### config.mk
export PLATFORM = sky130hd
export DESIGN_NAME = cml_buffer
export DESIGN_NICKNAME = d
export VERILOG_FILES = /design/src/cml_byte_count.v /design/src/cml_buffer.v
export VERILOG_INCLUDE_DIRS = /design/src
export SDC_FILE = /design/constraint.sdc
export NUM_CORES = 1
export LEC_CHECK = 0
export ABC_AREA = 1
export BUFFER_PORTS_ARGS = -buffer_cell sky130_fd_sc_hd__buf_4
export CAP_MARGIN = 20
export CORE_UTILIZATION = 48
export CTS_CLUSTER_SIZE = 16
export DETAILED_ROUTE_END_ITERATION = 16
export PLACE_DENSITY = 0.67
export SYNTH_ARGS = -nofsm -noshare
export SYNTH_HDL_FRONTEND = slang
export SYNTH_SLANG_ARGS = --single-unit
### constraint.sdc
create_clock -name clk_sys -period 3.6 [get_ports clk_sys]
set_clock_uncertainty 0.05 [all_clocks]
set_input_delay 0.54 -clock clk_sys [delete_from_list [all_inputs] [get_ports clk_sys]]
set_output_delay 0.54 -clock clk_sys [all_outputs]
set_load 0.01 [all_outputs]
### src/cml_regs.vh
// Offsets, field positions and reset values of the payload and length buffer.
// How it works
// - Every buffer holds eight byte-wide payload registers, sent or received.
// - The length code, not the register count, decides how many bytes move.
// - Length register low four bits hold a plain binary length code, 0 to 15.
// - A remote frame sends its length code as written but no payload bytes.
// - Data frame byte count is 0 to 8; length codes 9 to 15 also move eight bytes.
// - Frame-type bit: zero data, one remote; receive reports the received type.
`ifndef CML_REGS_VH
`define CML_REGS_VH
`define CML_ADDR_W        4
`define CML_OFS_PAYLOAD0  4'h0
`define CML_OFS_LENGTH    4'h8
`define CML_OFS_FTYPE     4'h9
`define CML_OFS_STATUS    4'hA
`define CML_OFS_CONTROL   4'hB
`define CML_LEN_LSB       0
`define CML_LEN_MSB       3
`define CML_FTYPE_BIT     4
`define CML_MAX_BYTES     4'h8
`define CML_RST_BYTE      8'h00
`define CML_RST_LEN       4'h0
`endif

### src/cml_byte_count.v
// Converts a length code and frame type into the count of payload bytes.
`timescale 1ns/10ps
`default_nettype none
`include "cml_regs.vh"
module cml_byte_count (
  // Frame description
  input  wire [3:0] length_code,
  input  wire       remote,
  // Resulting payload byte count
  output reg  [3:0] count
);
  always @* begin
    if (remote) begin
      count = 4'h0;
    end else if (length_code > `CML_MAX_BYTES) begin
      count = `CML_MAX_BYTES;
    end else begin
      count = length_code;
    end
  end
endmodule
`default_nettype wire

### src/cml_buffer.v
// Message buffer payload and length store with transmit and receive streams.
//
// The register offsets and the plain strobed port are this design's own decisions.
`timescale 1ns/10ps
`default_nettype none
`include "cml_regs.vh"
module cml_buffer (
  // Clock and reset
  input  wire       clk_sys,
  input  wire       reset,
  // Register port
  input  wire [3:0] reg_addr,
  input  wire [7:0] reg_wdata,
  input  wire       reg_wr,
  input  wire       reg_rd,
  output reg  [7:0] reg_rdata,
  // Transmit byte stream toward the frame engine
  input  wire       tx_start,
  output reg        tx_busy,
  output reg  [3:0] tx_length_code,
  output reg        tx_remote,
  output reg  [7:0] tx_byte,
  output reg        tx_byte_valid,
  input  wire       tx_byte_ready,
  output reg        tx_done,
  // Receive byte stream from the frame engine
  input  wire       rx_start,
  input  wire [3:0] rx_length_code,
  input  wire       rx_remote,
  input  wire [7:0] rx_byte,
  input  wire       rx_byte_valid,
  output reg        rx_done
);
  //////////////////////////////////////////////////////////////////////////
  localparam ST_IDLE = 3'b001;
  localparam ST_SEND = 3'b010;
  localparam ST_RECV = 3'b100;

  reg [7:0] payload [0:7];
  reg [3:0] length_code;
  reg       remote;
  reg [2:0] state;
  reg [3:0] index;
  reg [3:0] target;
  reg       rx_seen;
  wire [3:0] buf_count;
  wire [3:0] rx_count;
  integer    i;

  // The buffer's own length code governs transmit count.
  cml_byte_count u_txcnt (
    .length_code (length_code),
    .remote      (remote),
    .count       (buf_count)
  );
  cml_byte_count u_rxcnt (
    .length_code (rx_length_code),
    .remote      (rx_remote),
    .count       (rx_count)
  );

  //////////////////////////////////////////////////////////////////////////
  // Software writes are refused while a frame owns the buffer, so a half
  // sent payload can never be changed under the frame engine.
  wire sw_ok = (state == ST_IDLE);

  always @(posedge clk_sys) begin
    if (reset) begin
      for (i = 0; i < 8; i = i + 1) begin
        payload[i] <= `CML_RST_BYTE;
      end
      length_code   <= `CML_RST_LEN;
      remote        <= 1'b0;
      state         <= ST_IDLE;
      index         <= 4'h0;
      target        <= 4'h0;
      rx_seen       <= 1'b0;
      tx_busy       <= 1'b0;
      tx_length_code <= 4'h0;
      tx_remote     <= 1'b0;
      tx_byte       <= 8'h00;
      tx_byte_valid <= 1'b0;
      tx_done       <= 1'b0;
      rx_done       <= 1'b0;
      reg_rdata     <= 8'h00;
    end else begin
      tx_done <= 1'b0;
      rx_done <= 1'b0;
      if (reg_wr && sw_ok) begin
        if (reg_addr < `CML_OFS_LENGTH) begin
          payload[reg_addr[2:0]] <= reg_wdata;
        end else if (reg_addr == `CML_OFS_LENGTH) begin
          length_code <= reg_wdata[`CML_LEN_MSB:`CML_LEN_LSB];
          remote      <= reg_wdata[`CML_FTYPE_BIT];
        end else if (reg_addr == `CML_OFS_FTYPE) begin
          remote <= reg_wdata[0];
        end
      end
      if (reg_rd) begin
        if (reg_addr < `CML_OFS_LENGTH) begin
          reg_rdata <= payload[reg_addr[2:0]];
        end else if (reg_addr == `CML_OFS_LENGTH) begin
          reg_rdata <= {3'b000, remote, length_code};
        end else if (reg_addr == `CML_OFS_FTYPE) begin
          reg_rdata <= {7'h00, remote};
        end else if (reg_addr == `CML_OFS_STATUS) begin
          reg_rdata <= {3'b000, buf_count, rx_seen};
        end else begin
          reg_rdata <= 8'h00;
        end
      end else begin
        reg_rdata <= 8'h00;
      end
      case (state)
        ST_IDLE: begin
          index <= 4'h0;
          if (tx_start) begin
            state          <= ST_SEND;
            tx_busy        <= 1'b1;
            tx_length_code <= length_code;
            tx_remote      <= remote;
            target         <= buf_count;
            tx_byte        <= payload[0];
            tx_byte_valid  <= (buf_count != 4'h0);
            if (buf_count == 4'h0) begin
              state   <= ST_IDLE;
              tx_busy <= 1'b0;
              tx_done <= 1'b1;
            end
          end else if (rx_start) begin
            state       <= ST_RECV;
            length_code <= rx_length_code;
            remote      <= rx_remote;
            target      <= rx_count;
            rx_seen     <= 1'b0;
            if (rx_count == 4'h0) begin
              state   <= ST_IDLE;
              rx_seen <= 1'b1;
              rx_done <= 1'b1;
            end
          end
        end
        ST_SEND: begin
          if (tx_byte_valid && tx_byte_ready) begin
            if (index + 4'h1 >= target) begin
              tx_byte_valid <= 1'b0;
              tx_busy       <= 1'b0;
              tx_done       <= 1'b1;
              state         <= ST_IDLE;
            end else begin
              index   <= index + 4'h1;
              tx_byte <= payload[index[2:0] + 3'h1];
            end
          end
        end
        ST_RECV: begin
          if (rx_byte_valid) begin
            payload[index[2:0]] <= rx_byte;
            if (index + 4'h1 >= target) begin
              state   <= ST_IDLE;
              rx_seen <= 1'b1;
              rx_done <= 1'b1;
            end else begin
              index <= index + 4'h1;
            end
          end
        end
        default: begin
          state <= ST_IDLE;
        end
      endcase
    end
  end
endmodule
`default_nettype wire

==> impl_metrics.py, run 1 <==
metrics = {
    "cts": {
        "cts_buffers": 9,
        "root_buffer": "clkbuf_16",
        "post_cts_buffers": 0,
        "cts_tree": "done",
        "path_clk_slew_ns": 0.07,
        "hold_buffers": 0,
        "cts_max_level": 3,
        "clkSinkCount": 105,
        "clk_path_buf_depth": 2,
        "insertion_delay_ns": 0.36,
        "cts_resized": 0,
    },
    "synth": {
        "synth_top_area_frac": 0.3221,
        "ys_seq_area_frac": 0.4596,
        "async_reset_ff_frac": 0,
        "syn-cell-area_um2": 5967,
        "synth-edff-count": 64,
        "synth-seq-cells": 105,
        "dominantRegCellSynth": "edfxtp_1",
        "yosysWarnings": 0,
        "postSynthAreaPerCell_um2": 7.534,
        "synthCells": 792,
        "synthesis.nets": 830,
        "yosysTopAreaCell": "edfxtp_1",
        "synthTopCellsByArea": "edfxtp_1 (32%), dfxtp_1 (14%), nand2_1 (12%)",
        "synth_cell_types": 35,
        "yosysMostFrequentCell": "nand2_1",
        "synth_common_cells": "nand2_1 (190), nor2_1 (149), inv_1 (88), edfxtp_1 (64), o21ai_0 (53)",
    },
    "power_and_ir_drop": {
        "pwr-share-seq": 0.390,
        "comb_power_share": 0.346,
        "swShare": 0.3748,
        "p_clk_frac": 0.264,
        "p_per_area_nw_per_um2": 561.0,
        "intPower_w": 0.002388,
        "peakVddDrop_uv": 354.5,
        "p_leak_nw": 3.166,
        "switchingPower_w": 0.001432,
    },
    "floorplan": {
        "start_util": 0.4947,
        "rows": 40,
        "design.die.area_um2": 12880,
        "ioPinCount": 58,
        "die_x_um": 113.5,
        "core-area_um2": 12060,
        "die_h_um": 113.5,
    },
    "min_path": {
        "min_to": "rx_done",
        "worst_hold_path.num_cells": 2,
        "hold_class": "input port to flop",
        "hp-start": "reset",
    },
    "global_route": {
        "grt_pass1_wl_mm": 26.93,
        "antenna_found_initial": 0,
        "grt_usage": 0.2844,
        "grt_max_degree": 53,
        "overflow": 0,
        "grt_pass1_vias": 5105,
    },
    "placement": {
        "dp.final_hpwl_mm": 13.03,
        "dpl_cell_area_um2": 6505,
        "place_inst": 994,
        "io_buffer_count": 57,
        "gp_routability_congestion": 0.9714,
    },
    "sta": {
        "post-route-min-period_ns": 2.569,
        "hold_viol": 0,
        "finalCritPeriodShare": 0.7136,
        "fmax_ghz": 0.3893,
        "drv_slew": 0,
        "rsz0062_at_grt": "no",
        "tns_ns": 0,
        "tightest_slew_ns": 0.7439,
        "maxSlewHeadroom": 0.5040,
        "finalSetupViolCount": 0,
    },
    "layout": {
        "fin_area_um2": 6809,
        "fin_nets": 875,
        "drive_gt1_frac": 0.1496,
        "antennaDiodeCount": 0,
        "fin_cells": 1010,
        "fillerInstances": 1164,
        "syn_to_final_growth_pct": 14.11,
    },
    "route": {
        "routed_via_density": 5.456,
        "routedWlPerCell_um": 17.47,
        "via_count": 5511,
        "routed_wl_mm": 17.65,
        "ant_nets": 0,
        "drt-initial-drc-count": 497,
        "first_pass_iters": 8,
        "remaining_drc_errors": 0,
    },
    "critical_path": {
        "worstPathMaxFanout": 52,
        "cp-end-kind": "flop",
        "r2r_slack_ns": 1.03,
        "regToRegStartpoint": "index[0]",
        "crit_type": "flop to flop",
        "cp.arrival_ns": 2.56,
        "worstSetupStartpointType": "flop",
        "worst-r2r-cell-count": 6,
        "r2r_end": "payload[0][0]",
        "required_ns": 3.59,
    },
    "run": {
        "maxCapViolations": 0,
    },
    "outcome": {
        "status": "completed",
    },
}
final cells by class:
cell class,count,area (um^2),share of cell area
Multi-Input combinational cell,560,2704,0.3971
Clock inverter,7,78.83,0.01158
Clock buffer,9,225.2,0.03308
Tap cell,168,210.2,0.03087
Inverter,97,367.9,0.05402
Sequential cell,105,2743,0.4028
Timing Repair Buffer,64,480.5,0.07056
state kept, by name, indices dropped and copies added (netlist names):
name,count
target,4
tx_byte,8
state,3
length_code,4
index,4
tx_busy,1
remote,1
tx_remote,1
reg_rdata,8
tx_length_code,4
payload,64
rx_done,1
tx_done,1
rx_seen,1
routing by layer:
metal  routed length [um]  global-route usage  up-vias
met5                    0                   0        -
met1                 7333              0.3685     2548
met2                 8408              0.4699      253
li1                     -                   -     2676
met4                  614              0.1281        0
met3                 1293             0.04463       34
worst max-delay path, stage by stage (launching register included):
cell,delay [ns]
dfxtp_1,0.44
buf_4,0.49
inv_1,0.44
o21ai_2,0.36
nor2_8,0.10
nand2_4,0.13
nand2_1,0.22
cells by family after synthesis:
| family | after synthesis | share of synthesized area |
|---|---|---|
| flip-flops | 105 | 0.4596 |
| adder cells (fa/ha/maj) | 5 | 0.01048 |
| buffers and inverters | 127 | 0.08723 |
| XOR/XNOR | 1 | 0.001468 |
| AO/OA/AOI/OAI | 138 | 0.1344 |
| AND/OR/NAND/NOR | 416 | 0.3068 |
worst max-delay path by stage:
stage / to / startpoint / cells after the start
after floorplan: tx_byte[6] / index[0] / 13
after CTS: payload[0][0] / index[0] / 6
after detailed placement: remote / reg_addr[0] / 8
after global placement: remote / reg_addr[0] / 8
after global routing: payload[2][3] / index[0] / 6
final: payload[0][0] / index[0] / 6
metrics by stage:
| stage | hold WS, ns | utilization | total power [W] | worst slack (ns) |
|---|---|---|---|---|
| detailed placement | 0.4068 | 0.5393 | 0.002817 | 0.9286 |
| global placement | 0.4087 | 0.5393 | 0.002788 | 1.006 |
| finish | 0.4094 | 0.5645 | 0.003820 | 1.031 |
| CTS | 0.3917 | 0.5645 | 0.003826 | 1.057 |
| floorplan | 0.3817 | - | 0.002411 | 1.297 |
| global route | 0.4131 | 0.5645 | 0.004056 | 0.8597 |
power groups by stage:
stage	logic, W	registers [W]	clock network (W)
6_report	0.00132	0.00149	0.00101
5_1_grt	0.00148	0.00150	0.00107
4_1_cts	0.00131	0.00149	0.00103
3_5_place_dp	0.00130	0.00151	0
3_3_place_gp	0.00128	0.00151	0
2_1_floorplan	0.000899	0.00151	0
cell usage in the layout (no fill, tap or decap), types with 2 or more instances in the layout:
cell	instances
clkinv_4	2
buf_4	64
nand3_1	29
o21ai_0	53
dfxtp_1	41
edfxtp_1	64
nor2_2	2
ha_1	5
nand2_4	8
nor2_1	149
o21ai_2	14
clkinv_1	2
a221oi_1	2
inv_2	6
nand4_1	17
nand2_1	190
o2111ai_1	2
nand2_2	3
nor2_8	2
a21oi_1	44
o211ai_1	15
inv_1	88
nand3_2	3
o21ai_1	3
o22ai_1	4
clkbuf_16	9
nor2_4	6
nor3_1	6
Power figures use the tool's default switching activity.
==> inputs of run 2 (changes only) <==
==> constraint.sdc (replaced) <==
create_clock -name clk_sys -period 2.68 [get_ports clk_sys]
set_clock_uncertainty 0.05 [all_clocks]
set_input_delay 0.402 -clock clk_sys [delete_from_list [all_inputs] [get_ports clk_sys]]
set_output_delay 0.402 -clock clk_sys [all_outputs]
set_load 0.01 [all_outputs]
==> impl_metrics.py, run 2 (synthesized netlist as in run 1, its figures left out) <==
metrics = {
    "critical_path": {
        "cp-end-kind": "flop",
        "required_ns": 2.93,
        "critPathBufInv": 1,
        "crit_type": "flop to flop",
        "max_stage_delay_ns": 0.37,
        "crit_top_cell": "nand2_1",
        "worstPathMaxFanout": 14,
        "worstSetupStartpointType": "flop",
        "crit_slowest_cell": "dfxtp_1",
        "crit_family": "simple AND/OR/NAND/NOR gates",
        "crit_chain": "buf_4, nand3_1, nand2_1, nand2_1, ha_1, a21oi_1, nand3_1, nand2_1, nand2_2, nand2_1, nand2_1, nor2_1",
        "cp.arrival_ns": 2.62,
    },
    "floorplan": {
        "ioPinCount": 58,
        "core-area_um2": 12060,
        "rows": 40,
        "die_h_um": 113.5,
        "die_x_um": 113.5,
        "start_util": 0.4947,
        "design.die.area_um2": 12880,
    },
    "global_route": {
        "antenna_found_initial": 0,
        "overflow": 0,
        "grt_usage": 0.2820,
        "grt_max_degree": 42,
        "grt_pass1_vias": 5264,
        "grt_pass1_wl_mm": 27.34,
    },
    "cts": {
        "clkSinkCount": 105,
        "clk_path_buf_depth": 2,
        "cts_max_level": 3,
        "cts_resized": 0,
        "post_cts_buffers": 0,
        "hold_buffers": 0,
        "path_clk_slew_ns": 0.07,
        "cts_buffers": 9,
        "root_buffer": "clkbuf_16",
        "insertion_delay_ns": 0.36,
        "cts_tree": "done",
    },
    "route": {
        "ant_nets": 0,
        "routed_wl_mm": 17.24,
        "routedWlPerCell_um": 17.00,
        "via_count": 5533,
        "first_pass_iters": 5,
        "remaining_drc_errors": 0,
        "drt-initial-drc-count": 578,
        "routed_via_density": 5.457,
    },
    "sta": {
        "tightest_slew_ns": 0.6787,
        "hold_viol": 0,
        "maxSlewHeadroom": 0.5475,
        "tns_ns": 0,
        "drv_slew": 0,
        "fin_hold_ws_ns": 0.2614,
        "finalCritPeriodShare": 0.8835,
        "finalSetupViolCount": 0,
        "rsz0062_at_grt": "no",
        "fmax_ghz": 0.4223,
        "post-route-min-period_ns": 2.368,
    },
    "layout": {
        "fin_nets": 879,
        "fillerInstances": 1139,
        "fin_area_um2": 6808,
        "final_cell_mix": "nand2_1 (190), nor2_1 (149), inv_1 (88)",
        "largest_register": "payload",
        "fin_cells": 1014,
        "antennaDiodeCount": 0,
        "top_regs": "payload: 64 flops, reg_rdata: 8 flops, tx_byte: 8 flops",
        "largest_register_ffs": 64,
        "drive_gt1_frac": 0.1525,
        "syn_to_final_growth_pct": 14.09,
        "mostFrequentLayoutCell": "nand2_1",
    },
    "placement": {
        "gp_routability_congestion": 0.9319,
        "dpl_cell_area_um2": 6535,
        "place_inst": 998,
        "dp.final_hpwl_mm": 12.75,
        "io_buffer_count": 57,
    },
    "min_path": {
        "hold_class": "input port to flop",
    },
    "power_and_ir_drop": {
        "p_leak_nw": 3.168,
        "p_per_area_nw_per_um2": 741.8,
        "total_power_w": 0.005050,
        "peakVddDrop_uv": 552.1,
    },
    "outcome": {
        "status": "completed",
    },
    "run": {
        "maxCapViolations": 0,
    },
}
## run 2: layout make-up
class	count	area, um^2	share of cell area
Clock inverter	5	40.04	0.005881
Tap cell	168	210.2	0.03088
Sequential cell	105	2743	0.4029
Timing Repair Buffer	68	510.5	0.07499
Multi-Input combinational cell	560	2704	0.3972
Clock buffer	11	232.7	0.03418
Inverter	97	367.9	0.05403
## run 2: routing by layer
metal  GRT usage  vias up  part of all wire
met5           0        -                 0
met4      0.1272        0             0.041
met3     0.05632       45             0.071
met2      0.4496      265              0.45
met1      0.3715     2541              0.44
li1            -     2682                 -
## run 2: metrics by stage
stage,utilization,setup WS [ns]
after floorplan,-,0.3774
after CTS,0.5644,0.3312
after global placement,0.5418,0.4415
final,0.5644,0.3121
after detailed placement,0.5418,0.3532
after global routing,0.5644,0.02804
## run 2: path summary, 6_finish.rpt
path	endpoint	from	depth (start not counted)	slack [ns]
setup reg to reg	tx_byte[7]	index[0]	12	0.31
hold reg to reg	target[3]	target[3]	2	0.42
hold / removal	rx_done	reset	2	0.26
setup / recovery	tx_byte[7]	index[0]	12	0.31
## run 2: power breakdown
group	switching [W]	internal, W	leakage, nW
sequential	0.000112	0.00188	0.999
clock	0.000619	0.000639	0.128
combinational	0.00119	0.000608	2.04
